$ cat src/design/rcsc_defs.vh
/*
  constants for the reset cause status and control block: register
  offsets, bit positions, reset values.
  assumes inclusion by its bare name from design files.
*/
`ifndef RCSC_DEFS_VH
`define RCSC_DEFS_VH

`define RCSC_OFF_CAUSE      4'h0
`define RCSC_OFF_STATUS     4'h4
`define RCSC_OFF_MASK       4'h8
`define RCSC_OFF_CTRL       4'hc

`define RCSC_BIT_TRAP       15
`define RCSC_BIT_ILLOP      14
`define RCSC_BIT_VREG       8
`define RCSC_BIT_PIN        7
`define RCSC_BIT_INSTR      6
`define RCSC_BIT_SWDOG      5
`define RCSC_BIT_DOGTO      4
`define RCSC_BIT_SLEEP      3
`define RCSC_BIT_IDLE       2
`define RCSC_BIT_BROWN      1
`define RCSC_BIT_POR        0

`define RCSC_IMPL_MASK      16'hc1ff
`define RCSC_CAUSE_RST      16'h0003
`define RCSC_FLAG_MASK      16'hc0df
`define RCSC_EV_W           9
`define RCSC_RESP_OKAY      2'b00
`define RCSC_RESP_SLVERR    2'b10

`endif

$ cat src/design/rcsc_edge.v
/*
  rising edge detector: one-cycle pulse per rising edge of each bit.
  assumes synchronised inputs on aclk.
*/
`timescale 1ns/1ns
`default_nettype none
module rcsc_edge #(
  parameter W = 1
) (
  input  wire         aclk,
  input  wire         aresetn,
  input  wire [W-1:0] lvl,
  output wire [W-1:0] rise
);
  reg [W-1:0] prev_q;
  always @(posedge aclk)
  begin
    if (!aresetn)
      prev_q <= {W{1'b0}};
    else
      prev_q <= lvl;
  end
  assign rise = lvl & ~prev_q;
endmodule // rcsc_edge
`default_nettype wire

$ cat src/design/rcsc_sync.v
/*
  two flip-flop synchroniser for a vector of level inputs.
  assumes inputs come from outside the aclk domain.
*/
`timescale 1ns/1ns
`default_nettype none
module rcsc_sync #(
  parameter W = 1
) (
  input  wire         aclk,
  input  wire         aresetn,
  input  wire [W-1:0] d,
  output wire [W-1:0] q
);
  reg [W-1:0] s1_q;
  reg [W-1:0] s2_q;
  always @(posedge aclk)
  begin
    if (!aresetn)
    begin
      s1_q <= {W{1'b0}};
      s2_q <= {W{1'b0}};
    end
    else
    begin
      s1_q <= d;
      s2_q <= s1_q;
    end
  end
  assign q = s2_q;
endmodule // rcsc_sync
`default_nettype wire

$ cat src/design/rcsc_top.v
/*
  reset cause status and control register block with an axi4-lite slave,
  sticky event status with mask and one level interrupt.
  assumes event inputs are levels from other reset/power logic, possibly
  asynchronous; aresetn is the power-on reset of this block only, other
  reset kinds are reported as events and do not reset the flags.
*/
// Our own choices: the AXI4-Lite register port and the register addresses.
`timescale 1ns/1ns
`default_nettype none
`include "rcsc_defs.vh"
// Functional notes
// - trap conflict reset sets bit 15, otherwise it holds.
// - illegal opcode, address mode or pointer reset sets bit 14.
// - bit 8 one keeps regulator active in sleep, zero lets it stand by.
// - master clear pin reset sets bit 7.
// - reset instruction sets bit 6; zero until one has run.
// - bit 5 written one enables watchdog, zero disables it.
// - fuse bit at one keeps watchdog enabled regardless of bit 5.
// - having been in sleep sets bit 3.
// - having been in idle sets bit 2.
// - brown-out reset sets bit 1.
// - after power-on bits 1 and 0 read one, others zero.
// - software may set or clear flags; writes never cause a reset.
// - bits 13 to 9 read zero and ignore writes.
module rcsc_top (
  input  wire        aclk,
  input  wire        aresetn,
  input  wire [3:0]  s_axi_awaddr,
  input  wire        s_axi_awvalid,
  output reg         s_axi_awready,
  input  wire [31:0] s_axi_wdata,
  input  wire [3:0]  s_axi_wstrb,
  input  wire        s_axi_wvalid,
  output reg         s_axi_wready,
  output reg  [1:0]  s_axi_bresp,
  output reg         s_axi_bvalid,
  input  wire        s_axi_bready,
  input  wire [3:0]  s_axi_araddr,
  input  wire        s_axi_arvalid,
  output reg         s_axi_arready,
  output reg  [31:0] s_axi_rdata,
  output reg  [1:0]  s_axi_rresp,
  output reg         s_axi_rvalid,
  input  wire        s_axi_rready,
  input  wire        trap_conflict_evt,
  input  wire        illegal_op_evt,
  input  wire        pin_reset_evt,
  input  wire        instr_reset_evt,
  input  wire        dog_timeout_evt,
  input  wire        sleep_evt,
  input  wire        idle_evt,
  input  wire        brownout_evt,
  input  wire        dog_fuse_enable,
  output reg         dog_enable,
  output reg         regulator_sleep_active,
  output reg         irq
);

  // event order: 8 brown,7 trap,6 illop,5 pin,4 instr,3 dogto,2 sleep,1 idle,0 unused
  wire [`RCSC_EV_W-1:0] ev_raw;
  wire [`RCSC_EV_W-1:0] ev_lvl;
  wire [`RCSC_EV_W-1:0] ev_rise;
  wire                  fuse_s;

  // positions of the events in the synchronised vector
  localparam EV_IDLE  = 1;
  localparam EV_SLEEP = 2;
  localparam EV_DOGTO = 3;
  localparam EV_INSTR = 4;
  localparam EV_PIN   = 5;
  localparam EV_ILLOP = 6;
  localparam EV_TRAP  = 7;
  localparam EV_BROWN = 8;

  assign ev_raw = {brownout_evt, trap_conflict_evt, illegal_op_evt, pin_reset_evt,
                   instr_reset_evt, dog_timeout_evt, sleep_evt, idle_evt, 1'b0};

  rcsc_sync #(.W(`RCSC_EV_W)) u_sync_ev (
    .aclk    (aclk),
    .aresetn (aresetn),
    .d       (ev_raw),
    .q       (ev_lvl)
  );

  rcsc_sync #(.W(1)) u_sync_fuse (
    .aclk    (aclk),
    .aresetn (aresetn),
    .d       (dog_fuse_enable),
    .q       (fuse_s)
  );

  rcsc_edge #(.W(`RCSC_EV_W)) u_edge (
    .aclk    (aclk),
    .aresetn (aresetn),
    .lvl     (ev_lvl),
    .rise    (ev_rise)
  );

  // hardware set vector laid out like the cause register
  reg [15:0] hw_set;
  always @*
  begin
    hw_set = 16'h0000;
    hw_set[`RCSC_BIT_TRAP]  = ev_rise[EV_TRAP];
    hw_set[`RCSC_BIT_ILLOP] = ev_rise[EV_ILLOP];
    hw_set[`RCSC_BIT_PIN]   = ev_rise[EV_PIN];
    hw_set[`RCSC_BIT_INSTR] = ev_rise[EV_INSTR];
    hw_set[`RCSC_BIT_DOGTO] = ev_rise[EV_DOGTO];
    hw_set[`RCSC_BIT_SLEEP] = ev_rise[EV_SLEEP];
    hw_set[`RCSC_BIT_IDLE]  = ev_rise[EV_IDLE];
    hw_set[`RCSC_BIT_BROWN] = ev_rise[EV_BROWN];
  end

  // ---- axi4-lite write channel ----
  reg        aw_hold_q;
  reg [3:0]  aw_addr_q;
  reg        w_hold_q;
  reg [31:0] w_data_q;
  reg [3:0]  w_strb_q;
  wire       wr_fire;

  assign wr_fire = aw_hold_q && w_hold_q && !s_axi_bvalid;

  // only the three mapped word offsets answer okay
  wire wr_err;
  assign wr_err = !(aw_addr_q == `RCSC_OFF_CAUSE || aw_addr_q == `RCSC_OFF_STATUS ||
                    aw_addr_q == `RCSC_OFF_MASK);

  // address half: held until the write completes, then free again
  always @(posedge aclk)
  begin
    if (!aresetn)
    begin
      aw_hold_q     <= 1'b0;
      aw_addr_q     <= 4'h0;
      s_axi_awready <= 1'b0;
    end
    else
    begin
      s_axi_awready <= !aw_hold_q && !(s_axi_awready && s_axi_awvalid);
      if (s_axi_awready && s_axi_awvalid)
      begin
        aw_hold_q <= 1'b1;
        aw_addr_q <= s_axi_awaddr;
      end
      if (wr_fire)
        aw_hold_q <= 1'b0;
    end
  end

  // data half: held until the write completes, then free again
  always @(posedge aclk)
  begin
    if (!aresetn)
    begin
      w_hold_q     <= 1'b0;
      w_data_q     <= 32'h0000_0000;
      w_strb_q     <= 4'h0;
      s_axi_wready <= 1'b0;
    end
    else
    begin
      s_axi_wready <= !w_hold_q && !(s_axi_wready && s_axi_wvalid);
      if (s_axi_wready && s_axi_wvalid)
      begin
        w_hold_q <= 1'b1;
        w_data_q <= s_axi_wdata;
        w_strb_q <= s_axi_wstrb;
      end
      if (wr_fire)
        w_hold_q <= 1'b0;
    end
  end

  // response: raised once both halves are held, kept until taken
  always @(posedge aclk)
  begin
    if (!aresetn)
    begin
      s_axi_bvalid <= 1'b0;
      s_axi_bresp  <= `RCSC_RESP_OKAY;
    end
    else if (wr_fire)
    begin
      s_axi_bvalid <= 1'b1;
      s_axi_bresp  <= wr_err ? `RCSC_RESP_SLVERR : `RCSC_RESP_OKAY;
    end
    else if (s_axi_bvalid && s_axi_bready)
      s_axi_bvalid <= 1'b0;
  end

  // byte-lane mask of the held write
  wire [15:0] lane_mask;
  assign lane_mask = {{8{w_strb_q[1]}}, {8{w_strb_q[0]}}};

  wire wr_cause;
  wire wr_mask;
  assign wr_cause = wr_fire && (aw_addr_q == `RCSC_OFF_CAUSE);
  assign wr_mask  = wr_fire && (aw_addr_q == `RCSC_OFF_MASK);

  // ---- read channel ----
  wire rd_fire;
  wire rd_status;
  assign rd_fire   = s_axi_arvalid && s_axi_arready;
  assign rd_status = rd_fire && (s_axi_araddr == `RCSC_OFF_STATUS);

  // ---- reset cause register ----
  reg [15:0] cause_q;
  reg [15:0] cause_d;
  reg [15:0] status_q;
  reg [15:0] status_d;
  reg [15:0] mask_q;
  reg [15:0] mask_d;

  always @*
  begin
    cause_d = cause_q;
    if (wr_cause)
      cause_d = (cause_q & ~lane_mask) | (w_data_q[15:0] & lane_mask);
    // hardware set wins over software clear
    cause_d = cause_d | hw_set;
    cause_d = cause_d & `RCSC_IMPL_MASK;
  end

  always @*
  begin
    status_d = status_q;
    if (rd_status)
      status_d = 16'h0000;
    status_d = (status_d | hw_set) & `RCSC_FLAG_MASK;
  end

  // mask keeps only the flag positions
  always @*
  begin
    mask_d = mask_q;
    if (wr_mask)
      mask_d = ((mask_q & ~lane_mask) | (w_data_q[15:0] & lane_mask)) & `RCSC_FLAG_MASK;
  end

  always @(posedge aclk)
  begin
    if (!aresetn)
      cause_q <= `RCSC_CAUSE_RST;
    else
      cause_q <= cause_d;
  end

  // event status starts like the cause flags after power-on
  always @(posedge aclk)
  begin
    if (!aresetn)
      status_q <= `RCSC_CAUSE_RST;
    else
      status_q <= status_d;
  end

  always @(posedge aclk)
  begin
    if (!aresetn)
      mask_q <= 16'h0000;
    else
      mask_q <= mask_d;
  end

  // ---- read data path ----
  reg [15:0] rd_mux;
  reg        rd_err;
  always @*
  begin
    rd_mux = 16'h0000;
    rd_err = 1'b0;
    case (s_axi_araddr)
      `RCSC_OFF_CAUSE:  rd_mux = cause_q;
      `RCSC_OFF_STATUS: rd_mux = status_q;
      `RCSC_OFF_MASK:   rd_mux = mask_q;
      default:          rd_err = 1'b1;
    endcase
  end

  always @(posedge aclk)
  begin
    if (!aresetn)
    begin
      s_axi_arready <= 1'b0;
      s_axi_rvalid  <= 1'b0;
      s_axi_rdata   <= 32'h0000_0000;
      s_axi_rresp   <= `RCSC_RESP_OKAY;
    end
    else
    begin
      s_axi_arready <= !s_axi_rvalid && !rd_fire;
      if (rd_fire)
      begin
        s_axi_rvalid <= 1'b1;
        s_axi_rdata  <= {16'h0000, rd_mux};
        s_axi_rresp  <= rd_err ? `RCSC_RESP_SLVERR : `RCSC_RESP_OKAY;
      end
      else if (s_axi_rvalid && s_axi_rready)
        s_axi_rvalid <= 1'b0;
    end
  end

  // ---- control outputs ----
  // software dog enable; fuse override
  always @(posedge aclk)
  begin
    if (!aresetn)
      dog_enable <= 1'b0;
    else
      dog_enable <= cause_d[`RCSC_BIT_SWDOG] | fuse_s;
  end

  always @(posedge aclk)
  begin
    if (!aresetn)
      regulator_sleep_active <= 1'b0;
    else
      regulator_sleep_active <= cause_d[`RCSC_BIT_VREG];
  end

  // level interrupt from the flags as they will stand
  always @(posedge aclk)
  begin
    if (!aresetn)
      irq <= 1'b0;
    else
      irq <= |(status_d & mask_q);
  end

endmodule // rcsc_top
`default_nettype wire

$ cat config.mk
export PLATFORM = sky130hd
export DESIGN_NAME = rcsc_top
export DESIGN_NICKNAME = d
export VERILOG_FILES = /design/src/design/rcsc_edge.v /design/src/design/rcsc_sync.v /design/src/design/rcsc_top.v
export VERILOG_INCLUDE_DIRS = /design/src /design/src/design
export SDC_FILE = /design/constraint.sdc
export NUM_CORES = 1
export LEC_CHECK = 0
export BUFFER_PORTS_ARGS = -buffer_cell sky130_fd_sc_hd__buf_4
export CAP_MARGIN = 20
export CORE_ASPECT_RATIO = 1.2
export CORE_MARGIN = 5
export CORE_UTILIZATION = 52
export DETAILED_ROUTE_END_ITERATION = 10
export HOLD_SLACK_MARGIN = 0.15
export PLACE_DENSITY_LB_ADDON = 0.2
export SYNTH_ARGS = -nofsm -noshare
export SYNTH_HDL_FRONTEND = slang
export SYNTH_SLANG_ARGS = --single-unit
$ cat constraint.sdc
create_clock -name aclk -period 2.25 [get_ports aclk]
set_clock_uncertainty 0.2 [all_clocks]
set_input_delay 0.1125 -clock aclk [delete_from_list [all_inputs] [get_ports aclk]]
set_output_delay 0.1125 -clock aclk [all_outputs]
set_load 0.02 [all_outputs]
* Word-level counts from Yosys, hierarchy flattened
Index checks and enable logic that the tools add are counted.
** Cells by class
- Equality and inequality tests :: 4
- Mux-type cells :: 9
- Bitwise operators :: 13
- Reduce and logical (&&, ||, !) cells :: 29
** Operators by type and width (count)
- bitwise AND 16 bit :: 4
- OR 16 bit :: 4
- case mux 16 bit (3 select lines) :: 1
- two-way mux 16 bit :: 2
- NOT 16 bit :: 1
- OR reduction 16 bit :: 1
- logical AND 1 bit :: 13
- bitwise AND 9 bit :: 1
- NOT 9 bit :: 1
- == test 4 x 3 -> 1 bit, second input constant :: 2
- == test 4 bit, second input constant :: 2
- zero test 4 bit :: 2
- zero test 1 bit :: 7
- two-way mux 1 bit :: 4
- two-way mux 2 bit :: 2
- nonzero test 2 bit :: 2
- OR reduction 3 bit :: 1
- logical OR 1 bit :: 2
- OR reduction 2 bit :: 1
- NOT 1 bit :: 1
- OR 1 bit :: 1
** Storage, ports and cells
- Register bits after elaboration :: 122
- Input port bits :: 60
- Output and inout bits :: 44
- Logic and storage cells :: 82

* Logic depth before layout (Yosys ltp)
- Word-level depth :: 6
- Depth in mapped cells :: 6
- Depth with buffers taken out :: 4

* Modules after synthesis
From an unflattened synthesis, not the netlist that was laid out.
** Unflattened totals
- Cell total of the unflattened synthesis :: 386
- Area total of the unflattened synthesis :: 3727.3 um^2
** Modules (own cells, without submodules)
- rcsc_top :: instances 1, cells an instance 318, area an instance 2880.3 um^2, seq. area each 1361.3 um^2
- rcsc_sync at u_sync_ev :: instances 1, cells an instance 37, area an instance 501.7 um^2, seq. area each 360.3 um^2
- rcsc_edge :: instances 1, cells an instance 27, area an instance 292.8 um^2, seq. area each 180.2 um^2
- rcsc_sync at u_sync_fuse :: instances 1, cells an instance 4, area an instance 52.6 um^2, seq. area each 40.0 um^2

* Least setup slack after synthesis
No wires, ideal clock.
- Path type :: register -> register
- Start :: register s_axi_arready
- End :: register irq
- Library setup time :: 125 ps
- Arrival time :: 1567 ps
- Data required time :: 1925 ps
- Setup slack :: 358 ps
- Stages on the path, launching flop included :: 7
- Path buffers :: 2
- Clock period less this slack :: 1892 ps
- Cell sequence :: dfxtp_1 > nand4bb_1 > buf_2 > or2_1 > buf_6 > a21o_1 > o41a_1
** On the way
- Longest elaborated chain between the ends :: 6
** RTL lines
- start: declaration :: RTL line rcsc_top.v:41 : output reg s_axi_arready,
- start signal: assignment :: RTL line rcsc_top.v:293 : s_axi_arready <= !s_axi_rvalid && !rd_fire;
- logical AND 1 bit :: RTL line rcsc_top.v:205 : assign rd_fire = s_axi_arvalid && s_axi_arready;
- logical AND 1 bit :: RTL line rcsc_top.v:206 : assign rd_status = rd_fire && (s_axi_araddr == `RCSC_OFF_STATUS);
- two-way mux 16 bit :: RTL line rcsc_top.v:229 : if (rd_status)
- OR 16 bit :: RTL line rcsc_top.v:231 : status_d = (status_d | hw_set) & `RCSC_FLAG_MASK;
- bitwise AND 16 bit :: RTL line rcsc_top.v:329 : irq <= |(status_d & mask_q);
- OR reduction 16 bit :: RTL line rcsc_top.v:329
- end signal: assignment :: RTL line rcsc_top.v:329
- end: declaration :: RTL line rcsc_top.v:57 : output reg irq
No other way between the ends.
A chain may end at the register's enable or synchronous reset.

* Final worst setup path
- Start :: input s_axi_arvalid
- End :: register s_axi_rresp[1]
** On the way
- Longest elaborated chain between the ends :: 1
** RTL lines
- start: declaration :: RTL line rcsc_top.v:40 : input wire s_axi_arvalid,
- logical AND 1 bit :: RTL line rcsc_top.v:205
- end signal: assignment :: RTL line rcsc_top.v:289 : s_axi_rresp <= `RCSC_RESP_OKAY;
- end signal: assignment :: RTL line rcsc_top.v:298 : s_axi_rresp <= rd_err ? `RCSC_RESP_SLVERR : `RCSC_RESP_OKAY;
- end: declaration :: RTL line rcsc_top.v:43 : output reg [1:0] s_axi_rresp,
No other way between the ends.

==> out/qor.yml <==
dieArea_mm2: 0.00896
critPathRequiredTime_ps: 2280
dr_total_vias: 2827
tightest_slew_ps: 703
max_slew_margin_pct: 53.2
fillCellCount: 533
drt_iter0_markers: 159
synth_flop_cell: "dfxtp_1"
run_status: "complete, no violations"
finalWeightedCongestion: 0.825
fin_area_mm2: 0.00482
p_switching_mw: 0.743
rows: 33
wl_per_cell_um: 13.4
diodes: 0
rr_worst_depth: 4
synth.avg_cell_area_um2: 9.83
io-pin-count: 104
drc: 0
yosys.area.top_type: "dfxtp_1"
grt_max_degree: 95
synth.ff_latch_count: 94
insertion_delay_ps: 340
critPathArrivalTime_ps: 2160
ant_nets: 0
yosysTopAreaCellShare_pct: 50.5
yosysUniqueCellTypes: 40
rr_endpoint: "aw_addr_q[3]"
async_reset_ff_share_pct: 0
worstHoldPathType: "input pin to flip-flop"
p_per_area_mw_per_mm2: 688
vias_per_cell: 4.97
finalCriticalPeriod_ps: 2130
utilization_pct: 69.9
syn_area_mm2: 0.00372
period_share_pct: 94.5
final_layout_size_suffix_gt1_share_pct: 15.8
layout.nets: 537
drtPass1Iterations: 4
cts_tree: "done"
timing.setup.tns_ps: 0
grt_pass1_vias: 2734
wl_mm: 7.61
cts_buffers: 9
grt_pass1_wl_mm: 12.5
cts_buffer_depth: 2
dp_hpwl_mm: 5.14
critPathKind: "input pin to flip-flop"
netlist_instances: 379
seqPwrFrac_pct: 53.0
maxSlewViolCount: 0
core_area_mm2: 0.00690
die_height_um: 103
antenna_found_initial: 0
hold_viol: 0
vdd_ir_drop_max_mv: 0.466
power_leakage_nw: 2.10
synth-seq-area-share_pct: 50.5
grt-ovfl-total: 0
worstSetupStartpointType: "input pin"
max-cap-violations: 0
dpl-instance-area_mm2: 0.00410
grt.total_usage_pct: 17.7
crit_start: "s_axi_arvalid"
yosys_warnings: 0
pwr-share-clk_pct: 37.3
setup_violations: 0
syn_to_final_growth_pct: 29.5
fmax_ghz: 0.470
io_buffers: 57
critPathMaxFanout: 10
synth_edf_count: 0
synth_area_leaders: "dfxtp_1, mux2i_1, a21boi_0"
rrSetupSlack_ps: 150
htree_levels: 3
pwr-share-comb_pct: 9.8
cp-end-kind: "flip-flop"
place_ws_ps: 373
reg2reg_from: "s_axi_awready"
rsz0062_at_grt: "false"
fin_hold_ws_ps: 201
start_util_pct: 54.0
cts_root_buffer: "clkbuf_8"
fin_ws_ps: 124
internal_power_mw: 2.58
fp.dieW_um: 87.3
endpoint: "s_axi_rresp[1]"
cts_sinks: 94
switching_share_pct: 22.4
clkTransAtPathRegs_ps: 80
-- synth_stat cells, types with 5 or more instances --
| cell type | number |
|---|---|
| buf_4 | 23 |
| and2_1 | 27 |
| o21ai_0 | 7 |
| a21boi_0 | 30 |
| dfxtp_1 | 94 |
| nor3_1 | 5 |
| mux2i_1 | 27 |
| nand2b_1 | 8 |
| nand2_1 | 45 |
| nor2b_1 | 29 |
| a22oi_1 | 12 |
| o2bb2ai_1 | 9 |
| nand3_1 | 6 |
| clkbuf_1 | 14 |
-- worst min-delay path by stage --
stage / startpoint / end / slack [ps] / cells past startpoint
5_1_grt: s_axi_wvalid / w_data_q[8] / 220 / 4
4_1_cts: s_axi_wvalid / w_data_q[7] / 190 / 4
6_report: s_axi_wvalid / w_data_q[7] / 200 / 4
3_5_place_dp: brownout_evt / u_sync_ev.s1_q[8] / 120 / 2
2_1_floorplan: idle_evt / u_sync_ev.s1_q[1] / 40 / 1
3_3_place_gp: dog_fuse_enable / u_sync_fuse.s1_q / 120 / 2
-- power by group through the flow --
stage | logic [mW] | clock network (mW) | registers, mW
after detailed placement | 0.259 | 0 | 1.80
after floorplan | 0.191 | 0 | 1.80
after global placement | 0.256 | 0 | 1.79
after CTS | 0.322 | 1.27 | 1.76
final | 0.325 | 1.24 | 1.76
after global routing | 0.359 | 1.33 | 1.77
-- per-layer routing --
| metal | part of all wire (%) | GRT usage (%) | routed length [µm] | vias up |
|---|---|---|---|---|
| li1 | - | - | - | 1446 |
| met1 | 42 | 20.5 | 3160 | 1323 |
| met2 | 53 | 31.8 | 4060 | 46 |
| met3 | 3.4 | 4.08 | 259 | 12 |
| met4 | 1.7 | 6.02 | 127 | 0 |
| met5 | 0 | 0 | 0 | - |
-- critical path: stages --
cell	delay (ps)
dlygate4sd3_1	530
buf_4	110
nand4bb_1	140
buf_4	190
a21oi_2	390
nor3b_1	100
dlygate4sd3_1	570
-- final cells by class --
cell class | instances | area (µm²) | area share (%)
repair buffers | 108 | 933 | 19.4
clock buffers | 11 | 151 | 3.14
multi-input cells | 261 | 1650 | 34.3
inverters | 3 | 11.3 | 0.234
well taps | 87 | 109 | 2.26
clock inverters | 5 | 81.3 | 1.69
flip-flops and latches | 94 | 1880 | 39.0
-- repair_timing --
item | 4_1_cts | 5_1_grt
buffers inserted | 0 | 0
endpoints found under the hold margin | 51 | 0
gates resized for setup | 0 | 1
setup endpoints to repair | 0 | 1
hold buffers | 49 | 0
-- per-stage QoR --
stage / total power [mW] / instances
3_3_place_gp: 2.05 / 504
5_1_grt: 3.46 / 569
3_5_place_dp: 2.06 / 504
2_1_floorplan: 1.99 / 401
4_1_cts: 3.35 / 569
6_report: 3.32 / 569
-- cell usage in the layout (no fill, tap or decap), drive strengths merged, types with 7 or more instances in the layout --
cell,netlist,layout
nand2b,8,8
a22oi,12,12
o21ai,7,7
dfxtp,94,94
nor2b,29,29
nand2,45,45
dlygate4sd3,0,49
o2bb2ai,9,9
mux2i,27,27
conb,1,23
clkbuf,14,11
and2,28,28
buf,29,59
a21boi,30,30
-- cell families (layout without fill, tap and decap cells) --
logic type	count (synthesis)	count (layout)	share of synthesized area, %
AOI/OAI and AO/OA	72	72	14.5
buffers and inverters	46	127	7.29
DFF	94	94	50.5
muxes	27	27	7.26
other	1	23	0.101
and+or+nand+nor	139	139	20.3
(Power assumes the default switching activity.)
